--- src/rtl/dsp_pkg.sv ---
package dsp_pkg;

  // host command bytes
  localparam logic [7:0] CMD_CRC = 8'h0E;
  localparam logic [7:0] CMD_STEP = 8'h10;
  localparam logic [7:0] CMD_STUFF = 8'h11;
  localparam logic [7:0] CMD_EXEC = 8'h12;

  // character framing and baud measurement
  localparam int BIT_W = 10;
  localparam int CAL_W = 13;
  localparam int CAL_SHIFT = 3;
  localparam logic [BIT_W-1:0] BIT_ONE = 10'h001;
  localparam logic [BIT_W-1:0] BIT_MIN = 10'h002;
  localparam logic [BIT_W-1:0] BIT_RST = 10'h010;
  localparam logic [CAL_W-1:0] CAL_ONE = 13'h0001;
  localparam logic [CAL_W-1:0] CAL_MAX = 13'h1FFF;
  localparam logic [2:0] LAST_DATA_BIT = 3'h7;
  localparam logic [3:0] FRAME_LAST = 4'h9;

  // program memory and crc
  localparam int PM_AW = 13;
  localparam int PM_BYTES_DEF = 8192;
  localparam logic [15:0] CRC_POLY = 16'h1021;
  localparam logic [15:0] CRC_INIT = 16'hFFFF;
  localparam logic [15:0] CRC_NODBG = 16'hFFFF;

  // values after reset
  localparam logic DBG_MODE_RST = 1'b0;
  localparam logic BRK_EN_RST = 1'b0;

  typedef struct packed {
    logic mode;
    logic breakpoint_instruction;
    logic reset;
  } dsp_ctl_t;

  typedef struct packed {
    logic por;
    logic bor;
    logic wdt;
    logic ext;
  } dsp_rst_src_t;

  typedef enum logic [2:0] {
    RX_CAL_HI = 3'h0,
    RX_CAL_ARM = 3'h1,
    RX_CAL_LOW = 3'h2,
    RX_IDLE = 3'h3,
    RX_START = 3'h4,
    RX_DATA = 3'h5,
    RX_STOP = 3'h6
  } dsp_rx_st_t;

  typedef enum logic [2:0] {
    C_IDLE = 3'h0,
    C_STUFF_OP = 3'h1,
    C_EXEC_FIRST = 3'h2,
    C_EXEC_LEN = 3'h3,
    C_EXEC_REST = 3'h4,
    C_DISCARD = 3'h5,
    C_CRC = 3'h6
  } dsp_cmd_st_t;

  // one byte into a crc-ccitt, msb first
  function automatic logic [15:0] crc_byte(input logic [15:0] c, input logic [7:0] d);
    logic [15:0] r;
    r = c ^ {d, 8'h00};
    for (int i = 0; i < 8; i++) begin
      r = r[15] ? ((r << 1) ^ CRC_POLY) : (r << 1);
    end
    return r;
  endfunction

endpackage

--- src/rtl/dsp_top.sv ---
`timescale 1ns/10ps
module dsp_top #(
  parameter int PM_BYTES = dsp_pkg::PM_BYTES_DEF
) (
  input wire logic sys_clk,
  input wire logic rst_n,
  input wire logic debug_serial_pin_in,
  output logic debug_serial_pin_out,
  output logic debug_serial_pin_oe,
  input wire dsp_pkg::dsp_rst_src_t rst_src,
  input wire logic stop_mode,
  input wire logic small_package,
  input wire logic read_protect,
  input wire logic ctl_wr,
  input wire dsp_pkg::dsp_ctl_t ctl_wdata,
  output logic debug_mode_enable,
  output logic breakpoint_instruction_en,
  output logic sys_reset_req,
  output logic [dsp_pkg::PM_AW-1:0] pm_addr,
  input wire logic [7:0] pm_data,
  output logic crc_busy,
  output logic step_req,
  output logic stuff_req,
  output logic [7:0] stuff_opcode,
  output logic [7:0] exec_opcode,
  input wire logic [2:0] exec_len,
  output logic exec_valid,
  input wire logic exec_ready,
  output logic [7:0] exec_data
);

  logic rst_s1_r;
  logic rst_s2_r;
  logic rst_i_n;
  logic pin_s1_r;
  logic pin_s2_r;
  logic pin;
  logic rst_any;
  logic allowed;

  dsp_pkg::dsp_rx_st_t rx_st_r;
  logic [dsp_pkg::BIT_W-1:0] bit_r;
  logic [dsp_pkg::BIT_W-1:0] rx_cnt_r;
  logic [dsp_pkg::CAL_W-1:0] cal_cnt_r;
  logic [dsp_pkg::CAL_W-1:0] cal_bit;
  logic [2:0] rx_nbit_r;
  logic [7:0] rx_sh_r;
  logic [7:0] rx_byte_r;
  logic rx_v_r;
  logic cal_done_r;

  logic tx_busy_r;
  logic [9:0] tx_sh_r;
  logic [dsp_pkg::BIT_W-1:0] tx_cnt_r;
  logic [3:0] tx_left_r;
  logic [7:0] txq_hi_r;
  logic [7:0] txq_lo_r;
  logic [1:0] txq_cnt_r;

  dsp_pkg::dsp_cmd_st_t cmd_st_r;
  logic [2:0] remain_r;
  logic reply_v_r;
  logic [15:0] reply_r;
  logic crc_start_r;
  logic crc_done;
  logic [15:0] crc_val;
  logic push_v_r;
  logic [7:0] push_d_r;
  logic buf_in_ready;

  // reset release through two flops
  always_ff @(posedge sys_clk or negedge rst_n) begin
    if (!rst_n) begin
      rst_s1_r <= 1'b0;
      rst_s2_r <= 1'b0;
    end else begin
      rst_s1_r <= 1'b1;
      rst_s2_r <= rst_s1_r;
    end
  end
  assign rst_i_n = rst_s2_r;

  // pin comes from the host, so synchronise before use
  always_ff @(posedge sys_clk or negedge rst_i_n) begin
    if (!rst_i_n) begin
      pin_s1_r <= 1'b1;
      pin_s2_r <= 1'b1;
    end else begin
      pin_s1_r <= debug_serial_pin_in;
      pin_s2_r <= pin_s1_r;
    end
  end
  assign pin = pin_s2_r;

  assign rst_any = rst_src.por | rst_src.bor | rst_src.wdt | rst_src.ext;
  assign allowed = debug_mode_enable & ~read_protect;
  assign cal_bit = cal_cnt_r >> dsp_pkg::CAL_SHIFT;

  // receiver: calibrate after each reset, then frame characters
  always_ff @(posedge sys_clk or negedge rst_i_n) begin
    if (!rst_i_n) begin
      rx_st_r <= dsp_pkg::RX_CAL_HI;
      bit_r <= dsp_pkg::BIT_RST;
      rx_cnt_r <= '0;
      cal_cnt_r <= '0;
      rx_nbit_r <= 3'h0;
      rx_sh_r <= 8'h00;
      rx_byte_r <= 8'h00;
      rx_v_r <= 1'b0;
      cal_done_r <= 1'b0;
    end else begin
      rx_v_r <= 1'b0;
      cal_done_r <= 1'b0;
      if (rst_any) begin
        rx_st_r <= dsp_pkg::RX_CAL_HI;
      end else begin
        case (rx_st_r)
          dsp_pkg::RX_CAL_HI: begin
            if (pin) rx_st_r <= dsp_pkg::RX_CAL_ARM;
          end
          dsp_pkg::RX_CAL_ARM: begin
            if (!pin) begin
              cal_cnt_r <= dsp_pkg::CAL_ONE;
              rx_st_r <= dsp_pkg::RX_CAL_LOW;
            end
          end
          dsp_pkg::RX_CAL_LOW: begin
            // low run of start plus seven zeros is eight bit times
            if (!pin) begin
              if (cal_cnt_r != dsp_pkg::CAL_MAX) cal_cnt_r <= cal_cnt_r + dsp_pkg::CAL_ONE;
            end else begin
              if (cal_bit[dsp_pkg::BIT_W-1:0] < dsp_pkg::BIT_MIN) bit_r <= dsp_pkg::BIT_MIN;
              else bit_r <= cal_bit[dsp_pkg::BIT_W-1:0];
              cal_done_r <= 1'b1;
              rx_st_r <= dsp_pkg::RX_IDLE;
            end
          end
          dsp_pkg::RX_IDLE: begin
            // own transmission is not heard back
            if (!tx_busy_r && !pin) begin
              rx_cnt_r <= bit_r >> 1;
              rx_st_r <= dsp_pkg::RX_START;
            end
          end
          dsp_pkg::RX_START: begin
            if (rx_cnt_r != '0) begin
              rx_cnt_r <= rx_cnt_r - dsp_pkg::BIT_ONE;
            end else if (!pin) begin
              rx_cnt_r <= bit_r - dsp_pkg::BIT_ONE;
              rx_nbit_r <= 3'h0;
              rx_st_r <= dsp_pkg::RX_DATA;
            end else begin
              rx_st_r <= dsp_pkg::RX_IDLE; // glitch, not a start bit
            end
          end
          dsp_pkg::RX_DATA: begin
            if (rx_cnt_r != '0) begin
              rx_cnt_r <= rx_cnt_r - dsp_pkg::BIT_ONE;
            end else begin
              rx_sh_r <= {pin, rx_sh_r[7:1]};
              rx_cnt_r <= bit_r - dsp_pkg::BIT_ONE;
              if (rx_nbit_r == dsp_pkg::LAST_DATA_BIT) rx_st_r <= dsp_pkg::RX_STOP;
              else rx_nbit_r <= rx_nbit_r + 3'h1;
            end
          end
          dsp_pkg::RX_STOP: begin
            if (rx_cnt_r != '0) begin
              rx_cnt_r <= rx_cnt_r - dsp_pkg::BIT_ONE;
            end else begin
              // a low stop bit is a framing error and is dropped
              if (pin) begin
                rx_byte_r <= rx_sh_r;
                rx_v_r <= 1'b1;
              end
              rx_st_r <= dsp_pkg::RX_IDLE;
            end
          end
          default: rx_st_r <= dsp_pkg::RX_CAL_HI;
        endcase
      end
    end
  end

  // transmitter and its two-byte reply queue
  always_ff @(posedge sys_clk or negedge rst_i_n) begin
    if (!rst_i_n) begin
      tx_busy_r <= 1'b0;
      tx_sh_r <= 10'h3FF;
      tx_cnt_r <= '0;
      tx_left_r <= 4'h0;
      txq_hi_r <= 8'h00;
      txq_lo_r <= 8'h00;
      txq_cnt_r <= 2'h0;
    end else if (rst_any) begin
      tx_busy_r <= 1'b0;
      tx_sh_r <= 10'h3FF;
      txq_cnt_r <= 2'h0;
    end else begin
      if (reply_v_r) begin
        txq_hi_r <= reply_r[15:8];
        txq_lo_r <= reply_r[7:0];
        txq_cnt_r <= 2'h2;
      end else if (!tx_busy_r && txq_cnt_r != 2'h0) begin
        // start at once, even right after a stop sample
        tx_sh_r <= {1'b1, txq_hi_r, 1'b0};
        tx_busy_r <= 1'b1;
        tx_cnt_r <= bit_r - dsp_pkg::BIT_ONE;
        tx_left_r <= dsp_pkg::FRAME_LAST;
        txq_hi_r <= txq_lo_r;
        txq_cnt_r <= txq_cnt_r - 2'h1;
      end
      if (tx_busy_r) begin
        if (tx_cnt_r != '0) begin
          tx_cnt_r <= tx_cnt_r - dsp_pkg::BIT_ONE;
        end else if (tx_left_r == 4'h0) begin
          tx_busy_r <= 1'b0;
          tx_sh_r <= 10'h3FF;
        end else begin
          tx_sh_r <= {1'b1, tx_sh_r[9:1]};
          tx_left_r <= tx_left_r - 4'h1;
          tx_cnt_r <= bit_r - dsp_pkg::BIT_ONE;
        end
      end
    end
  end

  // drive only while a frame is going out
  assign debug_serial_pin_oe = tx_busy_r;
  assign debug_serial_pin_out = tx_sh_r[0];

  // command decoder
  always_ff @(posedge sys_clk or negedge rst_i_n) begin
    if (!rst_i_n) begin
      cmd_st_r <= dsp_pkg::C_IDLE;
      remain_r <= 3'h0;
      reply_v_r <= 1'b0;
      reply_r <= 16'h0000;
      crc_start_r <= 1'b0;
      step_req <= 1'b0;
      stuff_req <= 1'b0;
      stuff_opcode <= 8'h00;
      exec_opcode <= 8'h00;
    end else begin
      reply_v_r <= 1'b0;
      crc_start_r <= 1'b0;
      step_req <= 1'b0;
      stuff_req <= 1'b0;
      if (rst_any) begin
        cmd_st_r <= dsp_pkg::C_IDLE;
      end else begin
        case (cmd_st_r)
          dsp_pkg::C_IDLE: begin
            if (rx_v_r) begin
              case (rx_byte_r)
                dsp_pkg::CMD_CRC: begin
                  if (debug_mode_enable) begin
                    crc_start_r <= 1'b1;
                    cmd_st_r <= dsp_pkg::C_CRC;
                  end else begin
                    reply_r <= dsp_pkg::CRC_NODBG;
                    reply_v_r <= 1'b1;
                  end
                end
                dsp_pkg::CMD_STEP: step_req <= allowed;
                dsp_pkg::CMD_STUFF: cmd_st_r <= dsp_pkg::C_STUFF_OP;
                dsp_pkg::CMD_EXEC: begin
                  if (allowed) cmd_st_r <= dsp_pkg::C_EXEC_FIRST;
                  else cmd_st_r <= dsp_pkg::C_DISCARD;
                end
                default: cmd_st_r <= dsp_pkg::C_IDLE;
              endcase
            end
          end
          dsp_pkg::C_CRC: begin
            // host has to wait out the whole memory scan
            if (crc_done) begin
              reply_r <= crc_val;
              reply_v_r <= 1'b1;
              cmd_st_r <= dsp_pkg::C_IDLE;
            end
          end
          dsp_pkg::C_STUFF_OP: begin
            if (rx_v_r) begin
              stuff_opcode <= rx_byte_r;
              stuff_req <= allowed;
              cmd_st_r <= dsp_pkg::C_IDLE;
            end
          end
          dsp_pkg::C_EXEC_FIRST: begin
            if (rx_v_r) begin
              exec_opcode <= rx_byte_r;
              cmd_st_r <= dsp_pkg::C_EXEC_LEN;
            end
          end
          dsp_pkg::C_EXEC_LEN: begin
            // length comes from the cpu decoder looking at exec_opcode
            remain_r <= exec_len - 3'h1;
            if (exec_len <= 3'h1) cmd_st_r <= dsp_pkg::C_IDLE;
            else cmd_st_r <= dsp_pkg::C_EXEC_REST;
          end
          dsp_pkg::C_EXEC_REST: begin
            if (rx_v_r) begin
              remain_r <= remain_r - 3'h1;
              if (remain_r == 3'h1) cmd_st_r <= dsp_pkg::C_IDLE;
            end
          end
          dsp_pkg::C_DISCARD: begin
            if (rx_v_r) cmd_st_r <= dsp_pkg::C_IDLE;
          end
          default: cmd_st_r <= dsp_pkg::C_IDLE;
        endcase
      end
    end
  end

  // instruction bytes head for the cpu; a word arriving while one waits overwrites it, so the waiting one is lost
  always_ff @(posedge sys_clk or negedge rst_i_n) begin
    if (!rst_i_n) begin
      push_v_r <= 1'b0;
      push_d_r <= 8'h00;
    end else if (rst_any) begin
      push_v_r <= 1'b0;
    end else if (rx_v_r && (cmd_st_r == dsp_pkg::C_EXEC_FIRST || cmd_st_r == dsp_pkg::C_EXEC_REST)) begin
      push_v_r <= 1'b1;
      push_d_r <= rx_byte_r;
    end else if (buf_in_ready) begin
      push_v_r <= 1'b0;
    end
  end

  // mode and breakpoint enable, resets win over software
  always_ff @(posedge sys_clk or negedge rst_i_n) begin
    if (!rst_i_n) begin
      debug_mode_enable <= dsp_pkg::DBG_MODE_RST;
      breakpoint_instruction_en <= dsp_pkg::BRK_EN_RST;
    end else if (rst_any) begin
      debug_mode_enable <= dsp_pkg::DBG_MODE_RST;
      breakpoint_instruction_en <= dsp_pkg::BRK_EN_RST;
    end else if (ctl_wr) begin
      debug_mode_enable <= ctl_wdata.mode;
      breakpoint_instruction_en <= ctl_wdata.breakpoint_instruction;
    end else if (cal_done_r && small_package) begin
      debug_mode_enable <= 1'b1;
    end
  end

  // system reset request from stop-mode wake or software
  always_ff @(posedge sys_clk or negedge rst_i_n) begin
    if (!rst_i_n) begin
      sys_reset_req <= 1'b0;
    end else begin
      sys_reset_req <= (stop_mode & ~pin) | (ctl_wr & ctl_wdata.reset);
    end
  end

  dsp_crc #(
    .N_BYTES(PM_BYTES)
  ) u_crc (
    .clk(sys_clk),
    .rst_n(rst_i_n),
    .start(crc_start_r),
    .pm_data(pm_data),
    .pm_addr(pm_addr),
    .busy(crc_busy),
    .done(crc_done),
    .crc(crc_val)
  );

  dsp_buf2 #(
    .W(8)
  ) u_buf (
    .clk(sys_clk),
    .rst_n(rst_i_n),
    .flush(rst_any),
    .in_valid(push_v_r),
    .in_ready(buf_in_ready),
    .in_data(push_d_r),
    .out_valid(exec_valid),
    .out_ready(exec_ready),
    .out_data(exec_data)
  );

endmodule

--- src/rtl/dsp_buf2.sv ---
`timescale 1ns/10ps
module dsp_buf2 #(
  parameter int W = 8
) (
  input wire logic clk,
  input wire logic rst_n,
  input wire logic flush,
  input wire logic in_valid,
  output logic in_ready,
  input wire logic [W-1:0] in_data,
  output logic out_valid,
  input wire logic out_ready,
  output logic [W-1:0] out_data
);

  logic [W-1:0] mem_r [2];
  logic wp_r;
  logic rp_r;
  logic [1:0] cnt_r;
  logic push;
  logic pop;

  // two entries so one stalled word does not block the next
  assign in_ready = (cnt_r != 2'h2);
  assign out_valid = (cnt_r != 2'h0);
  assign out_data = mem_r[rp_r];
  assign push = in_valid & in_ready;
  assign pop = out_valid & out_ready;

  always_ff @(posedge clk or negedge rst_n) begin
    if (!rst_n) begin
      mem_r[0] <= '0;
      mem_r[1] <= '0;
    end else if (push) begin
      mem_r[wp_r] <= in_data;
    end
  end

  // pointers and fill level
  always_ff @(posedge clk or negedge rst_n) begin
    if (!rst_n) begin
      wp_r <= 1'b0;
      rp_r <= 1'b0;
      cnt_r <= 2'h0;
    end else if (flush) begin
      wp_r <= 1'b0;
      rp_r <= 1'b0;
      cnt_r <= 2'h0;
    end else begin
      if (push) wp_r <= ~wp_r;
      if (pop) rp_r <= ~rp_r;
      if (push && !pop) cnt_r <= cnt_r + 2'h1;
      else if (pop && !push) cnt_r <= cnt_r - 2'h1;
    end
  end

endmodule

--- src/rtl/dsp_crc.sv ---
`timescale 1ns/10ps
module dsp_crc #(
  parameter int N_BYTES = dsp_pkg::PM_BYTES_DEF
) (
  input wire logic clk,
  input wire logic rst_n,
  input wire logic start,
  input wire logic [7:0] pm_data,
  output logic [dsp_pkg::PM_AW-1:0] pm_addr,
  output logic busy,
  output logic done,
  output logic [15:0] crc
);

  localparam logic [dsp_pkg::PM_AW-1:0] LAST = dsp_pkg::PM_AW'(N_BYTES - 1);

  logic issue_r;
  logic dv_r;
  logic dlast_r;

  // one byte a cycle; memory answers one cycle after the address
  always_ff @(posedge clk or negedge rst_n) begin
    if (!rst_n) begin
      pm_addr <= '0;
      busy <= 1'b0;
      done <= 1'b0;
      crc <= dsp_pkg::CRC_INIT;
      issue_r <= 1'b0;
      dv_r <= 1'b0;
      dlast_r <= 1'b0;
    end else begin
      done <= 1'b0;
      if (start) begin
        pm_addr <= '0;
        busy <= 1'b1;
        crc <= dsp_pkg::CRC_INIT;
        issue_r <= 1'b1;
        dv_r <= 1'b0;
        dlast_r <= 1'b0;
      end else if (busy) begin
        dv_r <= issue_r;
        dlast_r <= issue_r && (pm_addr == LAST);
        if (issue_r) begin
          if (pm_addr == LAST) issue_r <= 1'b0;
          else pm_addr <= pm_addr + 1'b1;
        end
        if (dv_r) crc <= dsp_pkg::crc_byte(crc, pm_data);
        if (dlast_r) begin
          busy <= 1'b0;
          done <= 1'b1;
        end
      end
    end
  end

endmodule

--- config.mk ---
export PLATFORM = sky130hd
export DESIGN_NAME = dsp_top
export DESIGN_NICKNAME = d
export VERILOG_FILES = /design/src/rtl/dsp_pkg.sv /design/src/rtl/dsp_top.sv /design/src/rtl/dsp_buf2.sv /design/src/rtl/dsp_crc.sv
export SDC_FILE = /design/constraint.sdc
export NUM_CORES = 1
export LEC_CHECK = 0
export BUFFER_PORTS_ARGS = -buffer_cell sky130_fd_sc_hd__buf_2
export CORE_ASPECT_RATIO = 0.8
export CORE_MARGIN = 3
export CORE_UTILIZATION = 40
export CTS_CLUSTER_DIAMETER = 40
export DETAILED_ROUTE_END_ITERATION = 8
export PLACE_DENSITY_LB_ADDON = 0.1
export RECOVER_POWER = 50
export SETUP_SLACK_MARGIN = 0.5
export SLEW_MARGIN = 20
export SYNTH_ARGS = -nofsm -noshare
export SYNTH_HDL_FRONTEND = slang
export SYNTH_HIERARCHICAL = 1
export SYNTH_SLANG_ARGS = --single-unit
--- constraint.sdc ---
create_clock -name sys_clk -period 9.65 [get_ports sys_clk]
set_input_delay 0.965 -clock sys_clk [delete_from_list [all_inputs] [get_ports sys_clk]]
set_output_delay 0.965 -clock sys_clk [all_outputs]
set_load 0.02 [all_outputs]
After elaboration in Yosys (flattened, before gate mapping). Cells that the tools add are included. Widths: inputs -> output; s select.

Equality and inequality tests: 53. Reductions and logical operators: 54. $lt $le $gt $ge: 5. Add/subtract/negate cells: 12. Bitwise operators: 26. Mux-type cells: 147.

Operators with widths (count): $mux 13 (15); $mux 10 (16); $mux 16 (7); $mux 3 (25); $mux 1 (55); $mux 8 (6); $ne 3x3->1 const B (14); $pmux 10 s4 (1); $pmux 16 s2 (1); $sub 10x1->10 const B (3); $ne 2x2->1 const B (14); $add 13x1->13 const B (2); $pmux 13 s2 (1); $reduce_bool 2->1 (13); $eq 8x5->1 const B (3); $not 3->3 (8); $eq 3x3->1 const B (7); $pmux 3 s7 (1); $mux 4 (5); $reduce_bool 10->1 (2); $pmux 3 s6 (1); $reduce_and 3->1 (6); $bwmux 16 (1); $reduce_and 8->1 (2); 41 further kinds (88).

Bits of input ports: 26. Word-level logic and storage cells: 343. Flip-flop bits (word level): 212.

Logic depth before layout (Yosys ltp). Gate-level depths: netlist (run 1).

Depth after elaboration: 20. Gate-level depth with buffers: 8.

Modules after synthesis. Netlist (run 1), hierarchy kept.

Modules (own cells, without submodules): dsp_top (cells each 798, area an instance 8031.5 um^2, times used 1); dsp_crc (cells each 168, area an instance 1794.2 um^2, times used 1); dsp_buf2 (cells each 66, area an instance 924.6 um^2, times used 1).

Worst setup path before layout (run 1). Ideal clock, no wire load.

Path kind: input -> register. Start point: input port rst_src[2] (netlist name). End point: register stuff_opcode[0]. Data arrival time: 2.505 ns. Path buffers: 1. Data required time: 9.525 ns. Stages on the path: 5. Library setup time: 0.125 ns. Path slack: 7.021 ns. Path through: nor4_4 nand2_1 or4b_2 clkbuf_1 mux2_2.

Cells in the longest elaborated chain, start to end: 5.

Ends and longest elaborated chain: from (decl) (RTL line dsp_top.sv:10) `input wire dsp_pkg::dsp_rst_src_t rst_src,`; $or 1x1->1 (3 in series) (RTL line dsp_top.sv:95) `assign rst_any = rst_src.por | rst_src.bor | rst_src.wdt | rst_src.ext;`; $not 1->1 (no source line); $reduce_and 3->1 (no source line); to (signal assigned) (RTL line dsp_top.sv:284) `stuff_opcode <= rx_byte_r;`; to (decl) (RTL line dsp_top.sv:24) `output logic [7:0] stuff_opcode,`.

No other way between the ends. A chain may end at the register's enable or synchronous reset.

Worst setup path in the final report (run 1).
Start point: input port rst_src[2] (netlist name). End point: register cal_cnt_r[6] (netlist name).

Cells in the longest elaborated chain, start to end: 5.

Ends and longest elaborated chain: $or 1x1->1 (3 in series) (RTL line dsp_top.sv:95); $not 1->1 (no source line); $reduce_and 5->1 (no source line); to (signal assigned) (RTL line dsp_top.sv:123) `cal_cnt_r <= dsp_pkg::CAL_ONE;`; to (signal assigned) (RTL line dsp_top.sv:130) `if (cal_cnt_r != dsp_pkg::CAL_MAX) cal_cnt_r <= cal_cnt_r + dsp_pkg::CAL_ONE;`; to (decl) (RTL line dsp_top.sv:44) `logic [dsp_pkg::CAL_W-1:0] cal_cnt_r;`.

No other way between the ends.

==> results of run 1 <==
-- metal layers --
| metal | track usage (%) | routed length [µm] | vias to the layer above |
|---|---|---|---|
| met5 | 0 | 0 | - |
| met4 | 4.61 | 388 | 0 |
| met3 | 3.91 | 1220 | 33 |
| met2 | 25.8 | 10600 | 138 |
| met1 | 27.4 | 13100 | 3944 |
| li1 | - | - | 3891 |
-- area by class of cell --
cell class                 instances  area, µm²
clock inverter                    20        323
clock buffer                      44        951
inverter                          47        176
multi-input combinational        730       4980
tap                              357        447
timing repair buffer              81        383
fill                            2554      13700
sequential                       212       5340
-- report_power, final --
| part | leakage [µW] | internal (µW) | total [µW] | switching (µW) |
|---|---|---|---|---|
| sequential | 0.00268 | 894 | 902 | 7.61 |
| clock | 0.000605 | 896 | 1350 | 456 |
| combinational | 0.00228 | 16.2 | 48.2 | 32.0 |
-- kinds of logic (layout without fill, tap and decap cells) --
| logic type | Yosys count | after routing |
|---|---|---|
| AO/OA/AOI/OAI | 221 | 221 |
| AND/OR/NAND/NOR | 344 | 344 |
| multiplexers | 114 | 114 |
| flip-flops | 212 | 212 |
| XOR/XNOR | 37 | 37 |
| adder cells (fa/ha/maj) | 13 | 13 |
| buffers and inverters | 90 | 192 |
| other | 1 | 1 |
-- per-stage QoR --
step / instances / total power, µW / setup WS [ns] / hold slack [ns]
global placement: 1427 / 968 / 6.08 / 0.318
finish: 1491 / 2300 / 4.93 / 0.231
detailed placement: 1427 / 968 / 6.05 / 0.321
CTS: 1491 / 2340 / 6.59 / 0.209
global route: 1491 / 2390 / 4.03 / 0.223
floorplan: 1032 / 948 / 3.36 / 0.331
-- path summary, 6_finish.rpt --
path,start,endpoint,depth (start not counted)
worst max-delay path,rst_src[2],cal_cnt_r[6]$_DFFE_PN0P_,9
worst min register to register,rst_s1_r$_DFF_PN0_,rst_i_n$_DFF_PN0_,0
worst max register to register,rst_i_n$_DFF_PN0_,rx_cnt_r[6]$_DFFE_PN0P_,2
max in group asynchronous,rst_i_n$_DFF_PN0_,rx_cnt_r[6]$_DFFE_PN0P_,2
min in group sys_clk,rst_s1_r$_DFF_PN0_,rst_i_n$_DFF_PN0_,0
worst min-delay path,rst_n,rst_s1_r$_DFF_PN0_,1
-- state kept, by name, indices dropped and copies added (netlist names), 3 cells and up --
signal	cells
tx_sh_r	10
cmd_st_r	3
remain_r	3
stuff_opcode	8
tx_left_r	4
exec_opcode	8
reply_r	16
rx_sh_r	8
rx_cnt_r	10
push_d_r	8
txq_hi_r	8
rx_st_r	3
tx_cnt_r	10
u_buf/mem_r	16
rx_nbit_r	3
txq_lo_r	8
cal_cnt_r	13
bit_r	10
u_crc/pm_addr	13
u_crc/crc	16
rx_byte_r	8
-- placed cells by master, fill, tap and decap left out, drive strengths merged, types with 30 or more instances in the layout --
| cell | synthesis | layout |
|---|---|---|
| a21oi | 46 | 46 |
| clkbuf | 31 | 74 |
| o21ai | 65 | 65 |
| mux2i | 30 | 30 |
| inv | 46 | 50 |
| mux2 | 84 | 84 |
| dfrtp | 183 | 183 |
| nor3 | 30 | 30 |
| nor2 | 86 | 86 |
| buf | 12 | 51 |
| nand2 | 84 | 84 |
==> flow_metrics.tcl, run 1 <==
set metrics [dict create \
    status "finished with violations" \
    violations "capacitance limit, slew limit" \
    clockBufferDepth 3 \
    grt_pass1_vias 7931 \
    place_congestion 0.834 \
    vias 8006 \
    synth_flop_cell "dfrtp_1" \
    start_kind "primary input" \
    ys_top_cells_by_count "dfrtp_1, nor2_1, mux2_2, nand2_1, o21ai_0" \
    viasPerCell 5.37 \
    postCtsSetupBuffers 0 \
    cp_num_buf_inv 4 \
    crit_chain "buf_2, nor4_1, clkbuf_1, inv_1, nor4_2, o21ai_0, buf_4, or2_2, o31ai_1" \
    critPathArrivalTime_ns 5.13 \
    cpMaxStageDelayCell "clkbuf_1" \
    die_h_um 153 \
    crit_fanout 31 \
    final-setup-viol-count 0 \
    finalHoldViolations 0 \
    synth_edf_count 0 \
    cp_slowest_stage_delay_ns 1.20 \
    finish.utilization_pct 47.8 \
    synth-simple-area-share_pct 17.1 \
    p_leak_uw 0.00556 \
    yosysTopAreaCell "dfrtp_1" \
    muxShareOfSynthArea_pct 11.6 \
    root_buffer "clkbuf_16" \
    r2r_slack_ns 5.12 \
    report.final.slew_viol_count 185 \
    grt_max_degree 64 \
    drcViolationCount 0 \
    synth_xor_area_share_pct 3.01 \
    initial_utilization_pct 40.8 \
    async_flop_share_pct 100 \
    cts_max_level 2 \
    max_freq_ghz 0.212 \
    ant_nets 0 \
    clkTransAtPathRegs_ns 0.05 \
    cts.sinks 212 \
    clkLatencyLatePin_ns 0.52 \
    tns_ns 0 \
    fin_crit_ns 4.72 \
    grt_overflow 0 \
    floorplan.die_area_mm2 0.0289 \
    antenna_found_initial 0 \
    drive_gt1_share_pct 21.8 \
    grt_setup_unrepaired "no" \
    tightest_slew_ns 3.02 \
    diodes 0 \
    hold_path_class "primary input to async pin" \
    die_w_um 189 \
    critPathTopFamily "buffers and inverters" \
    synth_top_family_by_area "simple AND/OR/NAND/NOR gates" \
    endpoint_kind "flip-flop" \
    syn-mean-instance-area_um2 10.4 \
    max_slew_margin_pct -101 \
    grtUsageTotal_pct 17.9 \
    drt_iter0_drc 534 \
    synthCells 1032 \
    skew_ns 0.0186 \
    area_delta_synth_final_pct 17.2 \
    finalNetCount 1146 \
    final_area_mm2 0.0126 \
    routedWlPerCell_um 16.9 \
    cts_resized 0 \
    synth_cell_types 83 \
    placed_cell_area_mm2 0.0115 \
    synth.most_common_cell "dfrtp_1" \
    synth-compound-area-share_pct 13.8 \
    peakVddDrop_uv 118 \
    wl_mm 25.3 \
    tritoncts "done" \
    numCtsBuffers 35 \
    port_buffers 71 \
    worstPathRequired_ns 10.06 \
    synthAdderAreaFrac_pct 1.51 \
    powerDensity_mw_per_mm2 183 \
    maxCapViolCount 4 \
    synth.area.top_cells "dfrtp_1, mux2_2, dfstp_2" \
    yosys.area.top_type_share_pct 42.6 \
    ys_warn_count 6 \
    design.core.area_mm2 0.0263 \
    ios 72 \
    rows 53 \
    period_share_pct 48.9 \
    grt_first_pass_wirelength_mm 43.2 \
    ys_seq_area_share_pct 49.7 \
    syn_nets 1071 \
    drt_pass1_iterations 8 \
    detailed_place_hpwl_mm 17.0 \
    ys_ff_latch 212 \
    crit_type "primary input to flip-flop" \
    synthesis.area_mm2 0.0108 \
    cts-hold-fix-buffers 0 \
]
Power figures use the tool's default switching activity.
==> run 2, diff against run 1 <==
clock period = 4.4 ns   (was 9.65 ns; I/O delays follow)
==> run 2 against run 1 <==
  * The run still ends with capacitance limit, slew limit left
  * Non-clock buffer count up 6
  * Clock skew down 0.0090 ns
  * Clock-buffer cell count down 7
  * Combinational power up 130%
  * Global-route usage down 0.38 points
  * Cell count about the same
  * Critical endpoint is now tx_cnt_r[8]$_DFFE_PN0N_
  * Highest routed layer unchanged
==> flow_metrics.tcl, run 2 (synthesized netlist as in run 1, its figures left out) <==
set metrics [dict create \
    grt_first_pass_wirelength_mm 42.5 \
    viasPerCell 5.38 \
    cp_slowest_stage_delay_ns 2.09 \
    fin_crit_ns 3.01 \
    grtUsageTotal_pct 17.6 \
    die_h_um 153 \
    root_buffer "clkbuf_16" \
    start_kind "flip-flop" \
    max_slew_margin_pct -72.7 \
    critPathArrivalTime_ns 3.57 \
    drt_iter0_drc 596 \
    top_regs "reply_r: 16 flops, u_buf/mem_r: 16 flops, u_crc/crc: 16 flops" \
    n_fill_cell 2533 \
    routedWlPerCell_um 17.1 \
    placed_cell_area_mm2 0.0115 \
    clockBufferDepth 3 \
    period_share_pct 68.3 \
    port_buffers 71 \
    p_leak_uw 0.00553 \
    cp_num_buf_inv 1 \
    initial_utilization_pct 40.8 \
    report.final.slew_viol_count 73 \
    maxCapViolCount 2 \
    tritoncts "done" \
    crit_type "flip-flop to async pin" \
    peakVddDrop_uv 327 \
    grt_pass1_vias 7783 \
    area_delta_synth_final_pct 16.4 \
    die_w_um 189 \
    vias 8018 \
    power_uw 4630 \
    numCtsBuffers 31 \
    grt_overflow 0 \
    drcViolationCount 0 \
    min_to "sys_reset_req$_DFF_PN0_" \
    tns_ns 0 \
    endpoint_kind "async pin" \
    reg2reg_depth 1 \
    hold_path_class "primary input to flip-flop" \
    drt_pass1_iterations 5 \
    crit_fanout 65 \
    cts.sinks 212 \
    diodes 0 \
    ios 72 \
    hold_start "ctl_wdata[0]" \
    layout_commonest_cell "dfrtp_1" \
    antenna_found_initial 0 \
    drive_gt1_share_pct 22.8 \
    status "finished with violations" \
    cts_max_level 1 \
    crit_chain "clkbuf_2" \
    finalHoldViolations 0 \
    finalNetCount 1148 \
    max_freq_ghz 0.333 \
    wl_mm 25.4 \
    worstPathRequired_ns 4.96 \
    grt_setup_unrepaired "no" \
    powerDensity_mw_per_mm2 370 \
    violations "capacitance limit, slew limit" \
    skew_ns 0.00964 \
    r2r-start "rst_i_n$_DFF_PN0_" \
    clkLatencyLatePin_ns 0.54 \
    tightest_slew_ns 2.59 \
    floorplan.die_area_mm2 0.0289 \
    grt_max_degree 66 \
    layout_common_cells "dfrtp_1, nor2_1, mux2_2" \
    place_congestion 0.841 \
    worst_r2r_endpoint "tx_cnt_r[8]$_DFFE_PN0N_" \
    holdPathStages 3 \
    detailed_place_hpwl_mm 17.3 \
    final-setup-viol-count 0 \
    cts_resized 0 \
    rows 53 \
    final_area_mm2 0.0125 \
    ant_nets 0 \
    design.core.area_mm2 0.0263 \
    critPathTopFamily "flip-flops" \
    cpMaxStageDelayCell "dfrtp_1" \
    clkTransAtPathRegs_ns 0.06 \
    r2r_slack_ns 1.39 \
]
[run 2: area by class of cell]
type / instances / area [µm²] / area share (%)
Sequential cell: 212 / 5340 / 42.7
Multi-Input combinational cell: 730 / 5010 / 40.1
Clock buffer: 37 / 828 / 6.62
Timing Repair Buffer: 87 / 452 / 3.61
Tap cell: 357 / 447 / 3.57
Clock inverter: 20 / 253 / 2.02
Inverter: 47 / 176 / 1.41
[run 2: how the worst max path moves through the flow]
| stage | startpoint | to | depth (start not counted) |
|---|---|---|---|
| after floorplan | rst_i_n$_DFF_PN0_ | bit_r[0]$_DFFE_PN0P_ | 0 |
| after global placement | rst_src[2] | cal_cnt_r[6]$_DFFE_PN0P_ | 7 |
| after detailed placement | rst_src[2] | cal_cnt_r[4]$_DFFE_PN0P_ | 7 |
| after CTS | tx_left_r[0]$_DFFE_PN0N_ | tx_cnt_r[0]$_DFFE_PN0N_ | 8 |
| after global routing | rst_i_n$_DFF_PN0_ | tx_cnt_r[8]$_DFFE_PN0N_ | 1 |
| final | rst_i_n$_DFF_PN0_ | tx_cnt_r[8]$_DFFE_PN0N_ | 1 |
[run 2: layer usage]
metal | global-route usage (%) | up-vias | part of all wire, %
met1 | 28.0 | 3936 | 52
met3 | 2.85 | 27 | 4.6
met4 | 3.13 | 0 | 1.4
met2 | 25.3 | 159 | 42
li1 | - | 3896 | -
met5 | 0 | - | 0
[run 2: through the flow]
step	cells	util, %	hold slack (ns)	setup slack, ns
after CTS	1490	47.8	0.0848	1.71
after floorplan	1032	-	0.144	0.938
final	1490	47.5	0.109	1.39
after global placement	1431	43.7	0.227	1.59
after detailed placement	1431	43.7	0.228	1.51
after global routing	1490	47.5	0.105	0.772
[run 2: power by group]
part / switching (µW) / internal [µW]
clock: 942 / 1600
sequential: 20.8 / 1960
combinational: 68.9 / 40.2
[run 2: timing repair]
action / CTS / global route
setup endpoints to repair: 0 / 0
hold endpoints to repair: 3 / 0
hold buffers: 2 / 0
buffers inserted: 0 / 0
==> run 3, diff against run 2 <==
clock period = 3 ns   (was 4.4 ns; I/O delays follow)
==> run 3 against run 2 <==
  * The flow still finishes with violations (capacitance limit, slew limit)
  * Critical endpoint is now rx_nbit_r[1]$_DFFE_PN0P_
  * Clock-buffer cell count is 5 higher
  * Largest power group unchanged
  * Sequential share of layout area shrank 0.98 points
  * Die area is the same
==> flow_metrics.tcl, run 3 (synthesized netlist as in run 1, its figures left out) <==
set metrics [dict create \
    status "finished with violations" \
    violations "capacitance limit, slew limit" \
    drcViolationCount 0 \
    report.final.slew_viol_count 29 \
    n_fill_cell 2512 \
    clockBufferDepth 3 \
    grt_setup_unrepaired "no" \
    root_buffer "clkbuf_16" \
    max_slew_margin_pct -18.8 \
    endpoint_kind "flip-flop" \
    top_regs "reply_r: 16 flops, u_buf/mem_r: 16 flops, u_crc/crc: 16 flops" \
    final_cell_count_no_fill 1514 \
    cts.sinks 212 \
    die_h_um 153 \
    placedCellCount 1446 \
    grt_pass1_vias 8024 \
    fin_crit_ns 2.50 \
    final_area_mm2 0.0128 \
    wl_mm 25.8 \
    clkTransAtPathRegs_ns 0.05 \
    peakVddDrop_uv 416 \
    p_clk_share_pct 56.9 \
    powerDensity_mw_per_mm2 557 \
    drt_pass1_iterations 5 \
    max_freq_ghz 0.401 \
    final-setup-viol-count 0 \
    routedWlPerCell_um 17.0 \
    viasPerCell 5.37 \
    layout_common_cells "dfrtp_1, nor2_1, mux2_2" \
    placed_cell_area_mm2 0.0116 \
    finalHoldViolations 0 \
    hold_slack_ns 0.0358 \
    critPathArrivalTime_ns 2.87 \
    area_delta_synth_final_pct 19.2 \
    hold_path_class "primary input to flip-flop" \
    netSwitchingFraction_pct 22.2 \
    drt_iter0_drc 604 \
    floorplan.die_area_mm2 0.0289 \
    port_buffers 71 \
    rows 53 \
    maxCapViolCount 1 \
    pwr-share-seq_pct 40.8 \
    tritoncts "done" \
    worstPathRequired_ns 3.38 \
    detailed_place_hpwl_mm 17.6 \
    p_leak_uw 0.00568 \
    pwr-share-comb_pct 2.3 \
    crit_fanout 28 \
    switchingPower_uw 1580 \
    cts_max_level 2 \
    diodes 0 \
    grt_first_pass_wirelength_mm 43.1 \
    grt_max_degree 73 \
    numCtsBuffers 35 \
    drive_gt1_share_pct 24.1 \
    finish.utilization_pct 48.7 \
    tns_ns 0 \
    p_int_uw 5550 \
    design.core.area_mm2 0.0263 \
    die_w_um 189 \
    grt_overflow 0 \
    tightest_slew_ns 1.78 \
    clkLatencyLatePin_ns 0.51 \
    skew_ns 0.0129 \
    vias 8127 \
    crit_type "primary input to flip-flop" \
    period_share_pct 83.2 \
    antenna_found_initial 0 \
    place_congestion 0.839 \
    grtUsageTotal_pct 18.1 \
    finalNetCount 1170 \
    start_kind "primary input" \
    initial_utilization_pct 40.8 \
    ios 72 \
    layout_commonest_cell "dfrtp_1" \
    ant_nets 0 \
]
[run 3: changes by cell type in the layout (fill, tap and decap cells not counted), moves of 3 or more]
| cell | delta |
|---|---|
| buf_2 | -6 |
| clkinv_2 | +3 |
| buf_4 | +13 |
| clkbuf_1 | +9 |
| clkbuf_16 | +6 |
[run 3: final timing paths]
kind | from | endpoint | slack, ns | cells after the start
hold / removal | stop_mode | sys_reset_req$_DFF_PN0_ | 0.04 | 3
setup reg to reg | rx_cnt_r[0]$_DFFE_PN0P_ | rx_cnt_r[0]$_DFFE_PN0P_ | 0.62 | 8
min in group asynchronous | rst_n | rst_s1_r$_DFF_PN0_ | 0.11 | 2
setup / recovery | rst_src[2] | rx_nbit_r[1]$_DFFE_PN0P_ | 0.50 | 6
hold reg to reg | rst_s1_r$_DFF_PN0_ | rst_i_n$_DFF_PN0_ | 0.35 | 0
max in group asynchronous | rst_i_n$_DFF_PN0_ | rx_cnt_r[5]$_DFFE_PN0P_ | 0.97 | 1
[run 3: critical path, cell delays in order]
cell and delay, ns:
buf_2 0.09, nor4_1 0.51, inv_1 0.18, clkbuf_1 0.73, a2111oi_4 0.66, mux2_2 0.39
[run 3: repair_timing]
item,4_1_cts,5_1_grt
endpoints found under the setup margin,0,24
hold endpoints to repair,4,0
resized for setup,0,5
hold buffers,3,0
buffers inserted,0,2
[run 3: per-layer routing]
metal  routed length, µm  vias to the layer above  global-route usage, %  part of all wire [%]
met5                   0                        -                      0                     0
met4                 450                        0                   4.47                   1.7
met3                1280                       38                   3.47                   5.0
met2               11100                      167                   26.7                    43
met1               12900                     3975                   27.4                    50
li1                    -                     3947                      -                     -
[run 3: final cells by class]
cell class	count	area (µm²)	area share (%)
clock buffers	42	975	7.61
repair buffers	105	597	4.66
inverters	47	176	1.38
well taps	357	447	3.49
clock inverters	21	229	1.79
flip-flops and latches	212	5340	41.7
multi-input cells	730	5040	39.4
[run 3: power by group through the flow]
stage | clock network (µW) | logic (µW) | registers [µW]
5_1_grt | 4290 | 186 | 2910
6_report | 4060 | 164 | 2910
3_3_place_gp | 0 | 169 | 2960
3_5_place_dp | 0 | 170 | 2960
4_1_cts | 4170 | 173 | 2910
2_1_floorplan | 0 | 75.8 | 2970
[run 3: metrics by stage]
step,setup WS [ns],power (µW)
6_report,0.504,7130
5_1_grt,0.277,7390
4_1_cts,0.546,7250
3_5_place_dp,0.552,3130
3_3_place_gp,0.637,3120
2_1_floorplan,0.825,3050
